<file path="config.mk">
export PLATFORM = sky130hd
export DESIGN_NAME = bsp_top
export DESIGN_NICKNAME = d
export VERILOG_FILES = /design/src/shared/bsp_pkg.sv /design/src/hdl/bsp_sync.sv /design/src/hdl/bsp_mezz_seq.sv /design/src/hdl/bsp_top.sv
export SDC_FILE = /design/constraint.sdc
export NUM_CORES = 1
export LEC_CHECK = 0
export BUFFER_PORTS_ARGS = -buffer_cell sky130_fd_sc_hd__clkbuf_2
export CAP_MARGIN = 5
export CORE_ASPECT_RATIO = 2
export CORE_MARGIN = 5
export CORE_UTILIZATION = 48
export DETAILED_ROUTE_END_ITERATION = 12
export GPL_TIMING_DRIVEN = 0
export PLACE_DENSITY_LB_ADDON = 0.2
export SETUP_SLACK_MARGIN = 0.05
export SKIP_LAST_GASP = 1
export SLEW_MARGIN = 20
export SYNTH_ARGS = -nofsm -noshare
export SYNTH_HDL_FRONTEND = slang
export SYNTH_SLANG_ARGS = --single-unit
</file>
<file path="constraint.sdc">
create_clock -name clk_i -period 3.5 [get_ports clk_i]
set_clock_uncertainty 0.1 [all_clocks]
set_input_delay 0 -clock clk_i [delete_from_list [all_inputs] [get_ports clk_i]]
set_output_delay 0 -clock clk_i [all_outputs]
set_load 0.01 [all_outputs]
</file>
<file path="src/shared/bsp_pkg.sv">
// ------------------------------------------------------------
// board status and power control constants
// ------------------------------------------------------------
package bsp_pkg;
  // register byte offsets
  localparam logic [7:0] ADDR_CTRL = 8'h00;
  localparam logic [7:0] ADDR_EQ = 8'h04;
  localparam logic [7:0] ADDR_SPARE = 8'h08;
  localparam logic [7:0] ADDR_STATUS = 8'h0C;
  localparam logic [7:0] ADDR_EVENT = 8'h10;
  // widths
  localparam int EQ_W = 13;
  localparam int SPARE_W = 8;
  localparam int LED_W = 3;
  localparam int OBS_W = 2;
  localparam int PHY_N = 2;
  localparam int SYN_W = 15;
  localparam int EVT_W = 7;
  // control register fields
  localparam int CTRL_RX_RUN = 0;
  localparam int CTRL_TX_RUN = 1;
  localparam int CTRL_PWR_REQ = 2;
  localparam int CTRL_OBS_LO = 3;
  localparam int CTRL_LED_LO = 5;
  localparam int CTRL_W = 8;
  // reset values
  localparam logic [CTRL_W-1:0] CTRL_RST = 8'h03;
  localparam logic [EQ_W-1:0] EQ_RST = 13'h1FFF;
  localparam logic [SPARE_W-1:0] SPARE_RST = 8'h00;
  // synchronised pin bus positions
  localparam int S_RX_IRQ = 0;
  localparam int S_TX_IRQ = 1;
  localparam int S_BRD_ALERT = 2;
  localparam int S_BRD_OK = 3;
  localparam int S_PRESENT = 4;
  localparam int S_SUP_OK = 5;
  localparam int S_READY = 6;
  localparam int S_PSPARE = 7;
  localparam int S_MZ_ALERT = 8;
  localparam int S_PHY_IRQ = 9;
  localparam int S_RX_DAT = 11;
  localparam int S_TX_DAT = 12;
  localparam int S_MDIO = 13;
  // idle pin levels held by the synchroniser under reset
  localparam logic [SYN_W-1:0] SYN_RST = 15'h7F97;
  // event bit positions
  localparam int E_RX_IRQ = 0;
  localparam int E_TX_IRQ = 1;
  localparam int E_BRD_ALERT = 2;
  localparam int E_BRD_LOST = 3;
  localparam int E_MZ_ALERT = 4;
  localparam int E_SUP_LOST = 5;
  localparam int E_PRES_CHG = 6;
  // mezzanine power sequence
  typedef enum logic [1:0] {BSP_OFF, BSP_WAIT_OK, BSP_RUN} bsp_pwr_e;
endpackage

</file>
<file path="src/hdl/bsp_sync.sv">
`timescale 1ns/10ps
`default_nettype none
// ------------------------------------------------------------
// two flop synchroniser for a bus of static pin levels
// ------------------------------------------------------------
module bsp_sync import bsp_pkg::*; #(
  parameter int W = SYN_W,
  parameter logic [W-1:0] RST_VAL = '0
) (
  input wire logic clk_i,
  input wire logic rst_i,
  input wire logic [W-1:0] pin_i,
  output logic [W-1:0] sync_o
);
  logic [W-1:0] meta_reg; // first stage, read by second stage only

  // both stages reset to the idle pin levels
  always_ff @(posedge clk_i or posedge rst_i) begin
    if (rst_i) begin
      meta_reg <= RST_VAL;
      sync_o <= RST_VAL;
    end else begin
      meta_reg <= pin_i;
      sync_o <= meta_reg;
    end
  end
endmodule
`default_nettype wire

</file>
<file path="src/hdl/bsp_mezz_seq.sv">
`timescale 1ns/10ps
`default_nettype none
// ------------------------------------------------------------
// mezzanine power enable sequence
// ------------------------------------------------------------
module bsp_mezz_seq import bsp_pkg::*; (
  input wire logic clk_i,
  input wire logic rst_i,
  input wire logic req_i,
  input wire logic present_i,
  input wire logic sup_ok_i,
  output logic mezz_pwr_on_o,
  output logic mezz_pwr_on_n_o,
  output var bsp_pwr_e state_o
);
  bsp_pwr_e state_next; // next sequence state
  wire keep_on = req_i & present_i; // power may stay on

  // next state: off until asked and fitted, then wait for good supplies
  always_comb begin
    state_next = state_o;
    case (state_o)
      BSP_OFF: begin
        if (keep_on) state_next = BSP_WAIT_OK;
      end
      BSP_WAIT_OK: begin
        if (!keep_on) state_next = BSP_OFF;
        else if (sup_ok_i) state_next = BSP_RUN;
      end
      BSP_RUN: begin
        if (!keep_on) state_next = BSP_OFF;
        else if (!sup_ok_i) state_next = BSP_WAIT_OK;
      end
      default: state_next = BSP_OFF;
    endcase
  end

  // complementary enable pair, locked off under reset
  always_ff @(posedge clk_i or posedge rst_i) begin
    if (rst_i) begin
      state_o <= BSP_OFF;
      mezz_pwr_on_o <= 1'b0; // RQ20
      mezz_pwr_on_n_o <= 1'b1; // RQ20
    end else begin
      state_o <= state_next;
      mezz_pwr_on_o <= (state_next != BSP_OFF); // RQ19
      mezz_pwr_on_n_o <= (state_next == BSP_OFF); // RQ19
    end
  end
endmodule
`default_nettype wire

</file>
<file path="src/hdl/bsp_top.sv">
`timescale 1ns/10ps
`default_nettype none
// How it works
// RQ1 - each optic has its own four lines
// RQ2 - optic pulls interrupt low when pending
// RQ3 - optic reset outputs active low, idle high
// RQ4 - optic resets follow control register bits
// RQ5 - management clock low, data only received
// RQ6 - observation outputs low when unassigned
// RQ7 - three indicator outputs, low by default
// RQ8 - shared converter alert input, active low
// RQ9 - board power good high when all good
// RQ10 - thirteen equalization enables, default high
// RQ11 - each equalization enable has own bit
// RQ12 - eight spare lines driven, not floating, once supplies ok
// RQ13 - spare lines high impedance until supplies ok
// RQ14 - phy outputs held low, rest received
// RQ15 - mezzanine presence line pulled low
// RQ16 - mezzanine supplies ok only when good
// RQ17 - mezzanine ready only when configured
// RQ18 - spare power signal reads high undriven
// RQ19 - drive true and complemented power enables
// RQ20 - power off: true low, complement high
// RQ21 - mezzanine alert low on supply problem
// RQ22 - all status inputs pass two flops
// RQ23 - spare lines release on first low sample
module bsp_top import bsp_pkg::*; (
  input wire logic clk_i,
  input wire logic rst_i,
  // apb slave
  input wire logic psel_i,
  input wire logic penable_i,
  input wire logic pwrite_i,
  input wire logic [7:0] paddr_i,
  input wire logic [31:0] pwdata_i,
  input wire logic [3:0] pstrb_i,
  output logic pready_o,
  output logic [31:0] prdata_o,
  output logic pslverr_o,
  // receive optic management
  input wire logic rx_optic_irq_n_i,
  output logic rx_optic_rst_n_o,
  output logic rx_optic_mgmt_clk_o,
  input wire logic rx_optic_mgmt_dat_i,
  output logic rx_optic_mgmt_dat_o,
  output logic rx_optic_mgmt_dat_oe_n_o,
  // transmit optic management
  input wire logic tx_optic_irq_n_i,
  output logic tx_optic_rst_n_o,
  output logic tx_optic_mgmt_clk_o,
  input wire logic tx_optic_mgmt_dat_i,
  output logic tx_optic_mgmt_dat_o,
  output logic tx_optic_mgmt_dat_oe_n_o,
  // front panel
  output logic [OBS_W-1:0] panel_obs_o,
  output logic [LED_W-1:0] panel_led_out_o,
  // board power
  input wire logic board_supply_alert_n_i,
  input wire logic board_power_ok_i,
  // fanout equalization
  output logic [EQ_W-1:0] fanout_eq_en_o,
  // mezzanine spare lines
  output logic [SPARE_W-1:0] mezz_spare_line_o,
  output logic [SPARE_W-1:0] mezz_spare_line_oe_n_o,
  // ethernet phys
  output logic [PHY_N*4-1:0] phy_txd_o,
  output logic [PHY_N-1:0] phy_tx_en_o,
  output logic [PHY_N-1:0] phy_tx_clk_out_o,
  output logic [PHY_N-1:0] phy_mdc_o,
  input wire logic [PHY_N-1:0] phy_mdio_i,
  output logic [PHY_N-1:0] phy_mdio_o,
  output logic [PHY_N-1:0] phy_mdio_oe_n_o,
  input wire logic [PHY_N-1:0] phy_irq_n_i,
  // mezzanine presence and power
  input wire logic mezz_present_n_i,
  input wire logic mezz_supplies_ok_i,
  input wire logic mezz_ready_i,
  input wire logic mezz_pwr_spare_i,
  output logic mezz_pwr_on_o,
  output logic mezz_pwr_on_n_o,
  input wire logic mezz_supply_alert_n_i
);
  // ------------------------------------------------------------
  // merge write bytes into a register
  // ------------------------------------------------------------
  function automatic logic [31:0] merge(input logic [31:0] old,
                                        input logic [31:0] wd,
                                        input logic [3:0] strb);
    logic [31:0] res;
    res = old;
    for (int b = 0; b < 4; b++) begin
      if (strb[b]) res[b*8 +: 8] = wd[b*8 +: 8];
    end
    return res;
  endfunction

  // ------------------------------------------------------------
  // pin synchronisers
  // ------------------------------------------------------------
  logic [SYN_W-1:0] pin_raw; // raw asynchronous levels
  logic [SYN_W-1:0] syn; // levels after two flops
  logic [SYN_W-1:0] syn_prev; // one cycle older, for edge events

  // spare power line defaults high under reset, as if pulled up
  assign pin_raw = {phy_mdio_i, tx_optic_mgmt_dat_i, rx_optic_mgmt_dat_i,
                    phy_irq_n_i, mezz_supply_alert_n_i, mezz_pwr_spare_i,
                    mezz_ready_i, mezz_supplies_ok_i, mezz_present_n_i,
                    board_power_ok_i, board_supply_alert_n_i,
                    tx_optic_irq_n_i, rx_optic_irq_n_i};

  // every status pin passes two flops before use
  bsp_sync #(.W(SYN_W), .RST_VAL(SYN_RST)) u_sync ( // RQ22 RQ18
    .clk_i(clk_i),
    .rst_i(rst_i),
    .pin_i(pin_raw),
    .sync_o(syn)
  );

  // ------------------------------------------------------------
  // apb decode
  // ------------------------------------------------------------
  logic [CTRL_W-1:0] ctrl_reg; // optic run, power request, panel
  logic [EQ_W-1:0] eq_reg; // equalization enables
  logic [SPARE_W-1:0] spare_reg; // spare line data
  logic [EVT_W-1:0] evt_reg; // sticky events
  logic [EVT_W-1:0] evt_set; // events seen this cycle
  logic [EVT_W-1:0] evt_next; // next sticky value
  logic [31:0] rd_mux; // read data selection
  bsp_pwr_e pwr_state; // sequence state
  logic [31:0] wr_ctrl; // merged control write
  logic [31:0] wr_eq; // merged enable write
  logic [31:0] wr_spare; // merged spare write

  wire access = psel_i & penable_i; // access phase
  wire done = access & pready_o; // transfer completes here
  wire wr_fire = done & pwrite_i; // write takes effect
  wire hit_ctrl = (paddr_i == ADDR_CTRL);
  wire hit_eq = (paddr_i == ADDR_EQ);
  wire hit_spare = (paddr_i == ADDR_SPARE);
  wire hit_status = (paddr_i == ADDR_STATUS);
  wire hit_evt = (paddr_i == ADDR_EVENT);
  wire mapped = hit_ctrl | hit_eq | hit_spare | hit_status | hit_evt;
  wire ro_write = pwrite_i & hit_status; // status is read only
  wire bad = ~mapped | ro_write; // answered with an error

  assign wr_ctrl = merge({24'h000000, ctrl_reg}, pwdata_i, pstrb_i);
  assign wr_eq = merge({19'h00000, eq_reg}, pwdata_i, pstrb_i);
  assign wr_spare = merge({24'h000000, spare_reg}, pwdata_i, pstrb_i);

  // status: synchronised levels, sequence state, spare drive
  wire [31:0] status_word = {14'h0000, ~mezz_spare_line_oe_n_o[0],
                             pwr_state, syn};

  assign rd_mux = hit_ctrl ? {24'h000000, ctrl_reg} :
                  hit_eq ? {19'h00000, eq_reg} :
                  hit_spare ? {24'h000000, spare_reg} :
                  hit_status ? status_word :
                  hit_evt ? {25'h0000000, evt_reg} : 32'h00000000;

  // one wait state so read data leaves a flop
  always_ff @(posedge clk_i or posedge rst_i) begin
    if (rst_i) begin
      pready_o <= 1'b0;
      prdata_o <= 32'h00000000;
      pslverr_o <= 1'b0;
    end else begin
      pready_o <= access & ~pready_o;
      prdata_o <= (access & ~pwrite_i & ~pready_o) ? rd_mux : 32'h00000000;
      pslverr_o <= access & ~pready_o & bad;
    end
  end

  // ------------------------------------------------------------
  // software registers
  // ------------------------------------------------------------
  // control, enables and spare data take writes at completion
  always_ff @(posedge clk_i or posedge rst_i) begin
    if (rst_i) begin
      ctrl_reg <= CTRL_RST; // RQ3
      eq_reg <= EQ_RST; // RQ10
      spare_reg <= SPARE_RST;
    end else if (wr_fire) begin
      if (hit_ctrl) ctrl_reg <= wr_ctrl[CTRL_W-1:0]; // RQ4
      if (hit_eq) eq_reg <= wr_eq[EQ_W-1:0]; // RQ11
      if (hit_spare) spare_reg <= wr_spare[SPARE_W-1:0];
    end
  end

  // ------------------------------------------------------------
  // sticky events, write one to clear, set wins
  // ------------------------------------------------------------
  always_comb begin
    evt_set = '0;
    evt_set[E_RX_IRQ] = ~syn[S_RX_IRQ]; // RQ2
    evt_set[E_TX_IRQ] = ~syn[S_TX_IRQ]; // RQ2
    evt_set[E_BRD_ALERT] = ~syn[S_BRD_ALERT]; // RQ8
    evt_set[E_BRD_LOST] = syn_prev[S_BRD_OK] & ~syn[S_BRD_OK]; // RQ9
    evt_set[E_MZ_ALERT] = ~syn[S_MZ_ALERT]; // RQ21
    evt_set[E_SUP_LOST] = syn_prev[S_SUP_OK] & ~syn[S_SUP_OK]; // RQ16
    evt_set[E_PRES_CHG] = syn_prev[S_PRESENT] ^ syn[S_PRESENT]; // RQ15
  end

  wire [EVT_W-1:0] evt_clr = (wr_fire & hit_evt & pstrb_i[0]) ?
                             pwdata_i[EVT_W-1:0] : '0;
  assign evt_next = (evt_reg & ~evt_clr) | evt_set;

  // event flags and previous levels
  always_ff @(posedge clk_i or posedge rst_i) begin
    if (rst_i) begin
      evt_reg <= '0;
      syn_prev <= SYN_RST;
    end else begin
      evt_reg <= evt_next;
      syn_prev <= syn;
    end
  end

  // ------------------------------------------------------------
  // mezzanine power sequence
  // ------------------------------------------------------------
  bsp_mezz_seq u_seq (
    .clk_i(clk_i),
    .rst_i(rst_i),
    .req_i(ctrl_reg[CTRL_PWR_REQ]),
    .present_i(~syn[S_PRESENT]),
    .sup_ok_i(syn[S_SUP_OK]),
    .mezz_pwr_on_o(mezz_pwr_on_o),
    .mezz_pwr_on_n_o(mezz_pwr_on_n_o),
    .state_o(pwr_state)
  );

  // ------------------------------------------------------------
  // pin outputs
  // ------------------------------------------------------------
  // spare lines float until supplies ok is seen high
  always_ff @(posedge clk_i or posedge rst_i) begin
    if (rst_i) begin
      mezz_spare_line_oe_n_o <= '1; // RQ13
      mezz_spare_line_o <= '0;
    end else begin
      mezz_spare_line_oe_n_o <= {SPARE_W{~syn[S_SUP_OK]}}; // RQ13 RQ23 RQ12
      mezz_spare_line_o <= spare_reg; // RQ12
    end
  end

  // separate optic groups, panel and enables straight from registers
  assign rx_optic_rst_n_o = ctrl_reg[CTRL_RX_RUN]; // RQ1 RQ3
  assign tx_optic_rst_n_o = ctrl_reg[CTRL_TX_RUN]; // RQ1 RQ3
  assign panel_obs_o = ctrl_reg[CTRL_OBS_LO +: OBS_W]; // RQ6
  assign panel_led_out_o = ctrl_reg[CTRL_LED_LO +: LED_W]; // RQ7
  assign fanout_eq_en_o = eq_reg; // RQ10

  // management clocks low, data lines only received
  assign rx_optic_mgmt_clk_o = 1'b0; // RQ5
  assign tx_optic_mgmt_clk_o = 1'b0; // RQ5
  assign rx_optic_mgmt_dat_o = 1'b0;
  assign tx_optic_mgmt_dat_o = 1'b0;
  assign rx_optic_mgmt_dat_oe_n_o = 1'b1; // RQ5
  assign tx_optic_mgmt_dat_oe_n_o = 1'b1; // RQ5

  // no mac: phy outputs quiet, mdio received only
  assign phy_txd_o = '0; // RQ14
  assign phy_tx_en_o = '0; // RQ14
  assign phy_tx_clk_out_o = '0; // RQ14
  assign phy_mdc_o = '0; // RQ14
  assign phy_mdio_o = '0;
  assign phy_mdio_oe_n_o = '1; // RQ14
endmodule
`default_nettype wire

</file>
==> reports/summary.txt, run 1 <==
status: complete, no violations
Die Wd: 75.2 um
Worst Tran Pin Value: 955 ps
RSZ-0062 raised after global routing: false
Int Power: 0.00186 W
post-synthesis cell type count: 39
Clock power frac: 40.1%
crit end category: flip-flop
Area Growth Syn to Fin: 34.8%
Critical-path top delay cell: nor3b_1
Psw: 0.000530 W
most used cell, CP: nor3b_1
r2r worst-path depth: 4
placed cell count: 540
post-route cell area: 5510 um^2
number of nets in the layout: 551
GRT Overall Usage: 19.3%
GRT overflow: 0
DP HPWL: 7110 um
final core utilization: 66.4%
Setup WS pre-CTS: 1270 ps
CP Data Arrival Time: 2340 ps
HP Class: in -> reg
DR pass1 iterations: 4
fin crit period: 2250 ps
setup violators final: 0
WP depth: 5
Worst Setup SP: paddr_i[4]
Comb pwr share: 8.5%
starting density of the core: 49.3%
CTS tree: done
DRC: 0
Hold Path Depth: 4
placed instance area: 4880 um^2
Top Ports: 160
Die H: 140 um
Total Wirelength: 9700 um
CP top delay family: simple AND/OR/NAND/NOR gates
clk sinks: 102
CTS Buffer Depth: 2
CP Max Fanout: 7
Seq pwr share: 51.4%
Buffers & Inverters on Critical Path: 2
port bufs: 100
Max Clock Freq: 0.444 GHz
Worst R2R Setup Slack: 1310 ps
Sw Ratio: 22.2%
# rows: 47
adder-cell area share of the yosys netlist: 0%
Final GP Congestion: 0.761
Critical Path End: evt_reg[0]
Post-Syn Instances: 305
vias in the first global route: 3,061
XOR/XNOR Fraction of Synth Area: 0.214%
power density cells: 433 nW/um^2
non-filler cells, final: 590
Core ar.: 8290 um^2
Die ar.: 10,600 um^2
Final Hold Vio Count: 0
CP startpoint kind: input pin
CTS clk-pin slew, worst paths: 70 ps
mean routed wirelength per cell: 16.4 um
Leak: 2.75 nW
critical path cell sequence: dlygate4sd3_1, clkbuf_2, nor3b_1, nor3b_1, a31oi_1
antenna-violating nets left: 0
fin worst setup slack: 1250 ps
Skew-Pair Late Insertion Delay: 340 ps
#FFs+latches synth: 102
crit path kind: in -> reg
Simple-Gate Fraction of Synth Area: 9.06%
syn_area_per_cell: 13.4 um^2
fin crit share: 64.3%
Seq/Total Area, Yosys: 63.7%
vias per inst: 4.86
vias: 2,867
MaxCap Viol Count: 0
compound-gate portion of the synthesized area: 6.71%
Worst slew margin: 36.2%
first-pass GRT wire length: 15,300 um
Largest stage delay, worst path: 780 ps
final-report max-slew violation count: 0
CTS Buf Count: 9
Ant. Diodes: 0
reg2reg end: spare_reg[5]
peak supply drop: 0.000373 V
Worst R2R Start: pready_o
largest family of logic cells by synthesized area: multiplexers
largest net degree at the start of global routing: 61
DR iter-0 viols: 234
Cell Area, Synth: 4090 um^2
Largest register FFs: 18
antenna violations before repair: 0
layout cell share with drive strength beyond 1: 49.4%
Req. time, crit path: 3590 ps
Root Driver: clkbuf_16
post-synthesis mux area share: 10.3%
Yosys warnings: 0
htree depth: 3
total power draw: 0.00238 W
Post-CTS Setup Inserts: 0
cell type report:
cell class	instances	area, um^2
Buffer	53	377
Clock buffer	14	274
Clock inverter	2	16.3
Fill cell	644	2780
Inverter	6	27.5
Multi-Input combinational cell	180	1220
Sequential cell	102	2610
Tap cell	98	123
Timing Repair Buffer	135	868
cells by family after synthesis:
logic type,Yosys count
compound gates,40
xor+xnor,1
buf+inv,59
flops,102
mux,37
other cells,2
simple gates,64
timing repair:
| item | CTS | global route |
|---|---|---|
| gates resized for setup | 0 | 0 |
| hold buffers | 34 | 0 |
| hold endpoints to repair | 131 | 0 |
worst min-delay path by stage:
stage	start	to	slack, ps
floorplan	rx_optic_irq_n_i	u_sync.meta_reg[0]	-100
global placement	tx_optic_mgmt_dat_i	u_sync.meta_reg[12]	-10
detailed placement	rst_i	mezz_spare_line_o[7]	-70
CTS	psel_i	prdata_o[7]	30
global route	paddr_i[6]	prdata_o[7]	50
finish	psel_i	prdata_o[7]	30
metrics by stage:
stage / hold slack (ps) / setup TNS [ps]
6_report: 31.2 / 0
5_1_grt: 52.9 / 0
4_1_cts: 25.6 / 0
3_5_place_dp: -65.6 / 0
3_3_place_gp: -12.1 / -12350
2_1_floorplan: -95.5 / 0
tightest hold or removal path, stage by stage:
cell and delay (ps):
clkbuf_2 90, nand2_1 100, nor3_1 80, and3_1 160
power by group through the flow:
stage / clock [W] / combinational (W) / sequential [W]
floorplan: 0 / 0.000110 / 0.00124
global placement: 0 / 0.000163 / 0.00124
detailed placement: 0 / 0.000170 / 0.00125
CTS: 0.000971 / 0.000201 / 0.00123
global route: 0.00103 / 0.000223 / 0.00123
finish: 0.000956 / 0.000203 / 0.00123
cells in the final DEF, fill, tap and decap left out, types with 5 or more instances in the layout:
cell	count
nor2b_1	8
dfrtp_1	60
and3_1	6
buf_4	45
clkbuf_2	100
a2111o_1	7
clkbuf_16	9
nor2_1	8
conb_1	38
nand2_1	17
mux2i_1	5
dfstp_2	42
dlygate4sd3_1	34
nor3_1	9
o21ai_0	8
a21oi_1	14
clkbuf_1	6
inv_1	5
mux2_2	31
layer usage:
layer / track usage (%) / up-vias / wire [um]
met5: 0 / - / 0
met4: 8.57 / 0 / 244
met3: 3.59 / 17 / 552
met2: 34.3 / 116 / 5440
met1: 21.7 / 1389 / 3460
li1: - / 1345 / -
cells in the mapped netlist:
library cell / instances / area, um^2
conb_1: 2 / 7.51
and4_1: 2 / 17.5
dfrtp_1: 60 / 1500
and3_1: 6 / 37.5
nor3_1: 9 / 45.0
nor3b_1: 3 / 22.5
buf_2: 1 / 5.00
or4_4: 1 / 11.3
a2111o_1: 7 / 78.8
nor2_1: 8 / 30.0
buf_6: 1 / 11.3
nand2_1: 17 / 63.8
nand3_1: 1 / 5.00
a21oi_1: 14 / 70.1
o22ai_1: 2 / 12.5
a221o_1: 2 / 20.0
or2_2: 1 / 6.26
or2_4: 1 / 8.76
a221oi_1: 1 / 8.76
buf_4: 45 / 338
xor2_1: 1 / 8.76
inv_1: 6 / 22.5
nor4_4: 1 / 21.3
nand4_1: 1 / 6.26
nor2b_1: 8 / 50.1
nor3_4: 1 / 16.3
a31oi_1: 4 / 25.0
mux2i_1: 5 / 50.1
mux4_2: 1 / 22.5
or3b_1: 1 / 8.76
o21ba_2: 1 / 10.0
or3_1: 2 / 12.5
buf_1: 2 / 7.51
nand3b_1: 1 / 7.51
mux2_2: 31 / 349
dfstp_2: 42 / 1100
o21ai_0: 8 / 40.0
clkbuf_1: 4 / 15.0
a211o_1: 1 / 8.76
Power figures use the tool's default switching activity.
==> run 2, diff against run 1 <==
--- a/config.mk
+++ b/config.mk
@@ -9,7 +9,7 @@
 export CAP_MARGIN = 5
 export CORE_ASPECT_RATIO = 2
 export CORE_MARGIN = 5
-export CORE_UTILIZATION = 48
+export CORE_UTILIZATION = 44
 export DETAILED_ROUTE_END_ITERATION = 12
 export GPL_TIMING_DRIVEN = 0
 export PLACE_DENSITY_LB_ADDON = 0.2
==> constraint.sdc (replaced) <==
create_clock -name clk_i -period 2 [get_ports clk_i]
set_clock_uncertainty 0.1 [all_clocks]
set_input_delay 0 -clock clk_i [delete_from_list [all_inputs] [get_ports clk_i]]
set_output_delay 0 -clock clk_i [all_outputs]
set_load 0.01 [all_outputs]
==> reports/summary.txt, run 2 (synthesis gave the netlist of run 1 again) <==
status: complete, no violations
DP HPWL: 7410 um (+4.2%)
Worst Tran Pin Value: 959 ps (+3.77 ps)
commonest non-fill, non-tap cell in the layout: clkbuf_2
Skew-Pair Late Insertion Delay: 340 ps (about the same)
starting density of the core: 45.0% (-4.2 points)
Final Hold Vio Count: 0 (unchanged)
Max Clock Freq: 0.544 GHz
mean routed wirelength per cell: 16.5 um (+0.50%)
Req. time, crit path: 2120 ps (-1470 ps)
DR iter-0 viols: 194 (-17%)
CP startpoint kind: flip-flop
CP Max Fanout: 6 (-1)
# rows: 49 (+4.3%)
Top Ports: 160 (unchanged)
clk sinks: 102 (unchanged)
fin crit period: 1840 ps
GRT Overall Usage: 18.2% (-1.2 points)
port bufs: 100 (unchanged)
crit path kind: reg -> reg
Die ar.: 11,400 um^2 (+8.1%)
non-filler cells, final: 600 (+1.7%)
layout cell share with drive strength beyond 1: 51.0% (+1.6 points)
Die H: 146 um (+4.1%)
antenna violations before repair: 0 (unchanged)
largest net degree at the start of global routing: 37 (-39%)
placed cell count: 546 (+1.1%)
Comb pwr share: 8.7% (+0.2 points)
MaxCap Viol Count: 0 (unchanged)
Int Power: 0.00319 W (+72%)
Ant. Diodes: 0 (unchanged)
Psw: 0.000973 W (+84%)
Area Growth Syn to Fin: 36.6%
CTS clk-pin slew, worst paths: 70 ps (about the same)
vias: 2,907 (+1.4%)
crit end category: flip-flop
power density cells: 747 nW/um^2 (+73%)
Die Wd: 78.1 um (+3.9%)
GRT overflow: 0 (unchanged)
Leak: 2.78 nW (+0.93%)
vias per inst: 4.85 (-0.29%)
DR pass1 iterations: 4 (unchanged)
Total Wirelength: 9910 um (+2.2%)
final core utilization: 61.5% (-4.9 points)
Largest register FFs: 18 (unchanged)
Core ar.: 9070 um^2 (+9.4%)
CTS Buf Count: 9 (unchanged)
Clock power frac: 39.8% (-0.3 points)
Sw Ratio: 23.3% (+1.1 points)
Final GP Congestion: 0.797 (+4.6%)
setup violators final: 0 (unchanged)
vias in the first global route: 3,199 (+4.5%)
total power draw: 0.00417 W (+75%)
HP Class: in -> reg
htree depth: 3 (unchanged)
fin crit share: 91.9%
RSZ-0062 raised after global routing: false
Root Driver: clkbuf_16
final-report max-slew violation count: 0 (unchanged)
Worst slew margin: 35.9% (-0.25 points)
placed instance area: 4910 um^2 (+0.74%)
DRC: 0 (unchanged)
CP Data Arrival Time: 1960 ps (-380 ps)
number of nets in the layout: 557 (+1.1%)
CTS tree: done
CTS Buffer Depth: 2 (unchanged)
first-pass GRT wire length: 16,000 um (+5.1%)
peak supply drop: 0.000522 V (+40%)
antenna-violating nets left: 0 (unchanged)
post-route cell area: 5580 um^2 (+1.3%)
Seq pwr share: 51.5% (about the same)
most frequent cells in the layout: clkbuf_2 (100), dfrtp_1 (59), buf_4 (49), dfstp_2 (42), conb_1 (38)
==> run 2: cell types whose count changed in the layout (fill, tap and decap cells not counted), moves of 2 or more <==
cell | previous run | this run
clkinvlp_4 | 1 | 4
buf_4 | 45 | 49
buf_12 | 0 | 3
clkbuf_8 | 3 | 1
==> run 2: area by class of cell <==
cell class | count | area, um^2
fill | 756 | 3490
buffer | 53 | 377
multi-input combinational | 180 | 1230
timing repair buffer | 141 | 931
tap | 102 | 128
sequential | 102 | 2610
inverter | 6 | 26.3
clock buffer | 11 | 243
clock inverter | 5 | 42.5
==> run 2: worst max-delay path, stage by stage, from the launching register on <==
cell     delay, ps
dfrtp_2        410
and4_4         240
nand2_2        120
nor4_4         290
buf_4          210
mux2_2         340
==> run 2: through the flow <==
| stage | setup TNS [ps] | setup slack (ps) | hold slack, ps |
|---|---|---|---|
| floorplan | 0 | 154 | -95.5 |
| global placement | -4730 | -180 | -12.1 |
| detailed placement | -5540 | -230 | -118 |
| CTS | 0 | 95.9 | 22.1 |
| global route | 0 | 81.3 | 16.5 |
| finish | 0 | 162 | 11.4 |
==> run 2: worst paths after layout <==
| check | from | to | slack [ps] | depth (start not counted) |
|---|---|---|---|---|
| setup / recovery | pready_o | spare_reg[5] | 160 | 5 |
| hold / removal | paddr_i[6] | prdata_o[7] | 10 | 4 |
| setup reg to reg | pready_o | spare_reg[5] | 160 | 5 |
| hold reg to reg | u_sync.meta_reg[8] | u_sync.sync_o[8] | 260 | 0 |
| max in group asynchronous | rst_i | u_sync.sync_o[13] | 750 | 6 |
| min in group asynchronous | rst_i | mezz_spare_line_o[0] | 90 | 3 |
==> run 2: power by group through the flow <==
stage	Sequential, W	Combinational (W)	Clock (W)
6_report	0.00215	0.000363	0.00166
5_1_grt	0.00215	0.000401	0.00177
4_1_cts	0.00215	0.000361	0.00170
3_5_place_dp	0.00218	0.000307	0
3_3_place_gp	0.00218	0.000286	0
2_1_floorplan	0.00218	0.000194	0
==> run 2: repair_timing <==
action                     in CTS  in global routing
pin swaps                       2                  0
hold buffers                   34                  0
setup endpoints to repair      18                 22
gates resized for setup         1                  3
hold endpoints to repair       75                  0
buffers inserted                4                  0
==> run 2: per-layer routing <==
metal  wire, um  GRT usage [%]  vias to the layer above
li1           -              -                     1350
met1       3510           19.2                     1428
met2       5550           33.4                      108
met3        570           4.07                       21
met4        283           8.49                        0
met5          0              0                        -
==> run 3, diff against run 2 <==
--- a/config.mk
+++ b/config.mk
@@ -9,7 +9,7 @@
 export CAP_MARGIN = 5
 export CORE_ASPECT_RATIO = 2
 export CORE_MARGIN = 5
-export CORE_UTILIZATION = 44
+export CORE_UTILIZATION = 50
 export DETAILED_ROUTE_END_ITERATION = 12
 export GPL_TIMING_DRIVEN = 0
 export PLACE_DENSITY_LB_ADDON = 0.2
==> constraint.sdc (replaced) <==
create_clock -name clk_i -period 2.2 [get_ports clk_i]
set_clock_uncertainty 0.1 [all_clocks]
set_input_delay 0 -clock clk_i [delete_from_list [all_inputs] [get_ports clk_i]]
set_output_delay 0 -clock clk_i [all_outputs]
set_load 0.01 [all_outputs]
==> reports/summary.txt, run 3 (synthesis gave the netlist of run 1 again) <==
vias in the first global route: 3,168 (-0.97%)
fin crit period: 2120 ps (+280 ps)
Setup WS pre-CTS: -27.4 ps (+203 ps)
wire length on met3: 618 um (+8.4%)
DR iter-0 viols: 139 (-28%)
most frequent cells in the layout: clkbuf_2 (100), dfrtp_1 (60), buf_4 (47), dfstp_2 (42), conb_1 (38)
reg2reg end: ctrl_reg[5]
DP HPWL: 7100 um (-4.1%)
GRT overflow: 0 (unchanged)
fin crit share: 96.3% (+4.4 points)
port bufs: 100 (unchanged)
Die ar.: 10,200 um^2 (-11%)
htree depth: 3 (unchanged)
GRT Overall Usage: 20.4% (+2.2 points)
Hold Path Depth: 4 (unchanged)
Leak: 2.80 nW (+0.77%)
hold slack final: 27.9 ps (+16.5 ps)
antenna-violating nets left: 0 (unchanged)
Skew-Pair Late Insertion Delay: 340 ps (about the same)
crit path kind: reg -> reg
largest net degree at the start of global routing: 37 (unchanged)
layout cell share with drive strength beyond 1: 50.2% (-0.80 points)
Hold Crit Start: psel_i
MaxCap Viol Count: 0 (unchanged)
DRC: 0 (unchanged)
Worst R2R Setup Slack: 80 ps (-80 ps)
Req. time, crit path: 2320 ps (+200 ps)
Core ar.: 7940 um^2 (-12%)
power density cells: 713 nW/um^2 (-4.5%)
final-report max-slew violation count: 0 (unchanged)
WL met2: 5400 um (-2.7%)
Max Clock Freq: 0.472 GHz (-13%)
Area Growth Syn to Fin: 36.8%
RSZ-0062 raised after global routing: false
vias per inst: 4.85 (about the same)
Worst Tran Pin Value: 941 ps (-18.5 ps)
commonest non-fill, non-tap cell in the layout: clkbuf_2
HP Class: in -> reg
r2r worst-path depth: 4 (-1)
fin worst setup slack: 82.2 ps (-79.8 ps)
Top Ports: 160 (unchanged)
Hold Path Sink: prdata_o[7]
Worst R2R Start: pready_o
CP startpoint kind: flip-flop
CTS clk-pin slew, worst paths: 70 ps (about the same)
vias: 2,870 (-1.3%)
total power draw: 0.00399 W (-4.3%)
# rows: 46 (-6.1%)
M1 WL: 3390 um (-3.6%)
CP Max Fanout: 8 (+2)
Final GP Congestion: 0.792 (-0.56%)
CP Data Arrival Time: 2240 ps (+280 ps)
Largest register FFs: 18 (unchanged)
peak supply drop: 0.000538 V (+3.1%)
first-pass GRT wire length: 15,400 um (-3.7%)
number of nets in the layout: 555 (-0.36%)
Final Hold Vio Count: 0 (unchanged)
Root Driver: clkbuf_16
CTS Buffer Depth: 2 (unchanged)
Total Wirelength: 9690 um (-2.2%)
DR pass1 iterations: 4 (unchanged)
setup violators final: 0 (unchanged)
mean routed wirelength per cell: 16.4 um (-0.92%)
Worst slew margin: 37.2% (+1.2 points)
CTS tree: done
DR top layer: met4
antenna violations before repair: 0 (unchanged)
clk sinks: 102 (unchanged)
CTS Buf Count: 9 (unchanged)
Die Wd: 73.9 um (-5.4%)
Die H: 138 um (-5.8%)
starting density of the core: 51.4% (+6.4 points)
Ant. Diodes: 0 (unchanged)
status: complete, no violations
crit end category: flip-flop
run 3: metal layers:
layer,track usage (%),vias to the layer above
met5,0,-
met1,21.7,1384
met4,9.78,0
li1,-,1347
met3,4.35,21
met2,36.9,118
run 3: what timing repair did:
item | in CTS | in global routing
hold buffers | 34 | 0
hold endpoints to repair | 134 | 0
setup buffers | 2 | 0
gates resized for setup | 0 | 0
setup endpoints to repair | 8 | 0
run 3: through the flow:
| step | instances | area, um^2 | setup TNS, ps | util [%] |
|---|---|---|---|---|
| 5_1_grt | 592 | 5590 | 0 | 70.4 |
| 2_1_floorplan | 341 | 4230 | 0 | - |
| 3_3_place_gp | 537 | 4850 | 0 | 61.0 |
| 6_report | 592 | 5590 | 0 | 70.4 |
| 3_5_place_dp | 540 | 4910 | -88.7 | 61.8 |
| 4_1_cts | 592 | 5590 | 0 | 70.4 |
run 3: worst max-delay path by stage:
stage	startpoint	end	slack (ps)	depth (start not counted)
2_1_floorplan	pready_o	spare_reg[0]	350	4
3_3_place_gp	paddr_i[0]	ctrl_reg[5]	10	6
3_5_place_dp	paddr_i[0]	ctrl_reg[5]	-30	6
4_1_cts	pready_o	ctrl_reg[5]	100	4
5_1_grt	pready_o	ctrl_reg[5]	60	4
6_report	pready_o	ctrl_reg[5]	80	4
run 3: power breakdown:
group / total, W / leakage [nW] / internal, W / switching (W)
clock: 0.00171 / 0.164 / 0.00104 / 0.000674
combinational: 0.000329 / 1.41 / 0.000162 / 0.000167
sequential: 0.00195 / 1.22 / 0.00193 / 0.0000183
total: 0.00399 / 2.80 / 0.00313 / 0.000858
run 3: cell type report:
| type | instances | area (um^2) |
|---|---|---|
| Fill cell | 594 | 2350 |
| Multi-Input combinational cell | 180 | 1220 |
| Clock inverter | 6 | 91.3 |
| Clock buffer | 10 | 239 |
| Tap cell | 96 | 120 |
| Timing Repair Buffer | 139 | 916 |
| Inverter | 6 | 26.3 |
| Buffer | 53 | 377 |
| Sequential cell | 102 | 2610 |
run 3: worst max-delay path: stages, from the launching register on:
cell and delay [ps]:
dfrtp_1 420, and4_1 290, nand2_1 190, nor3_4 590, mux2_2 410
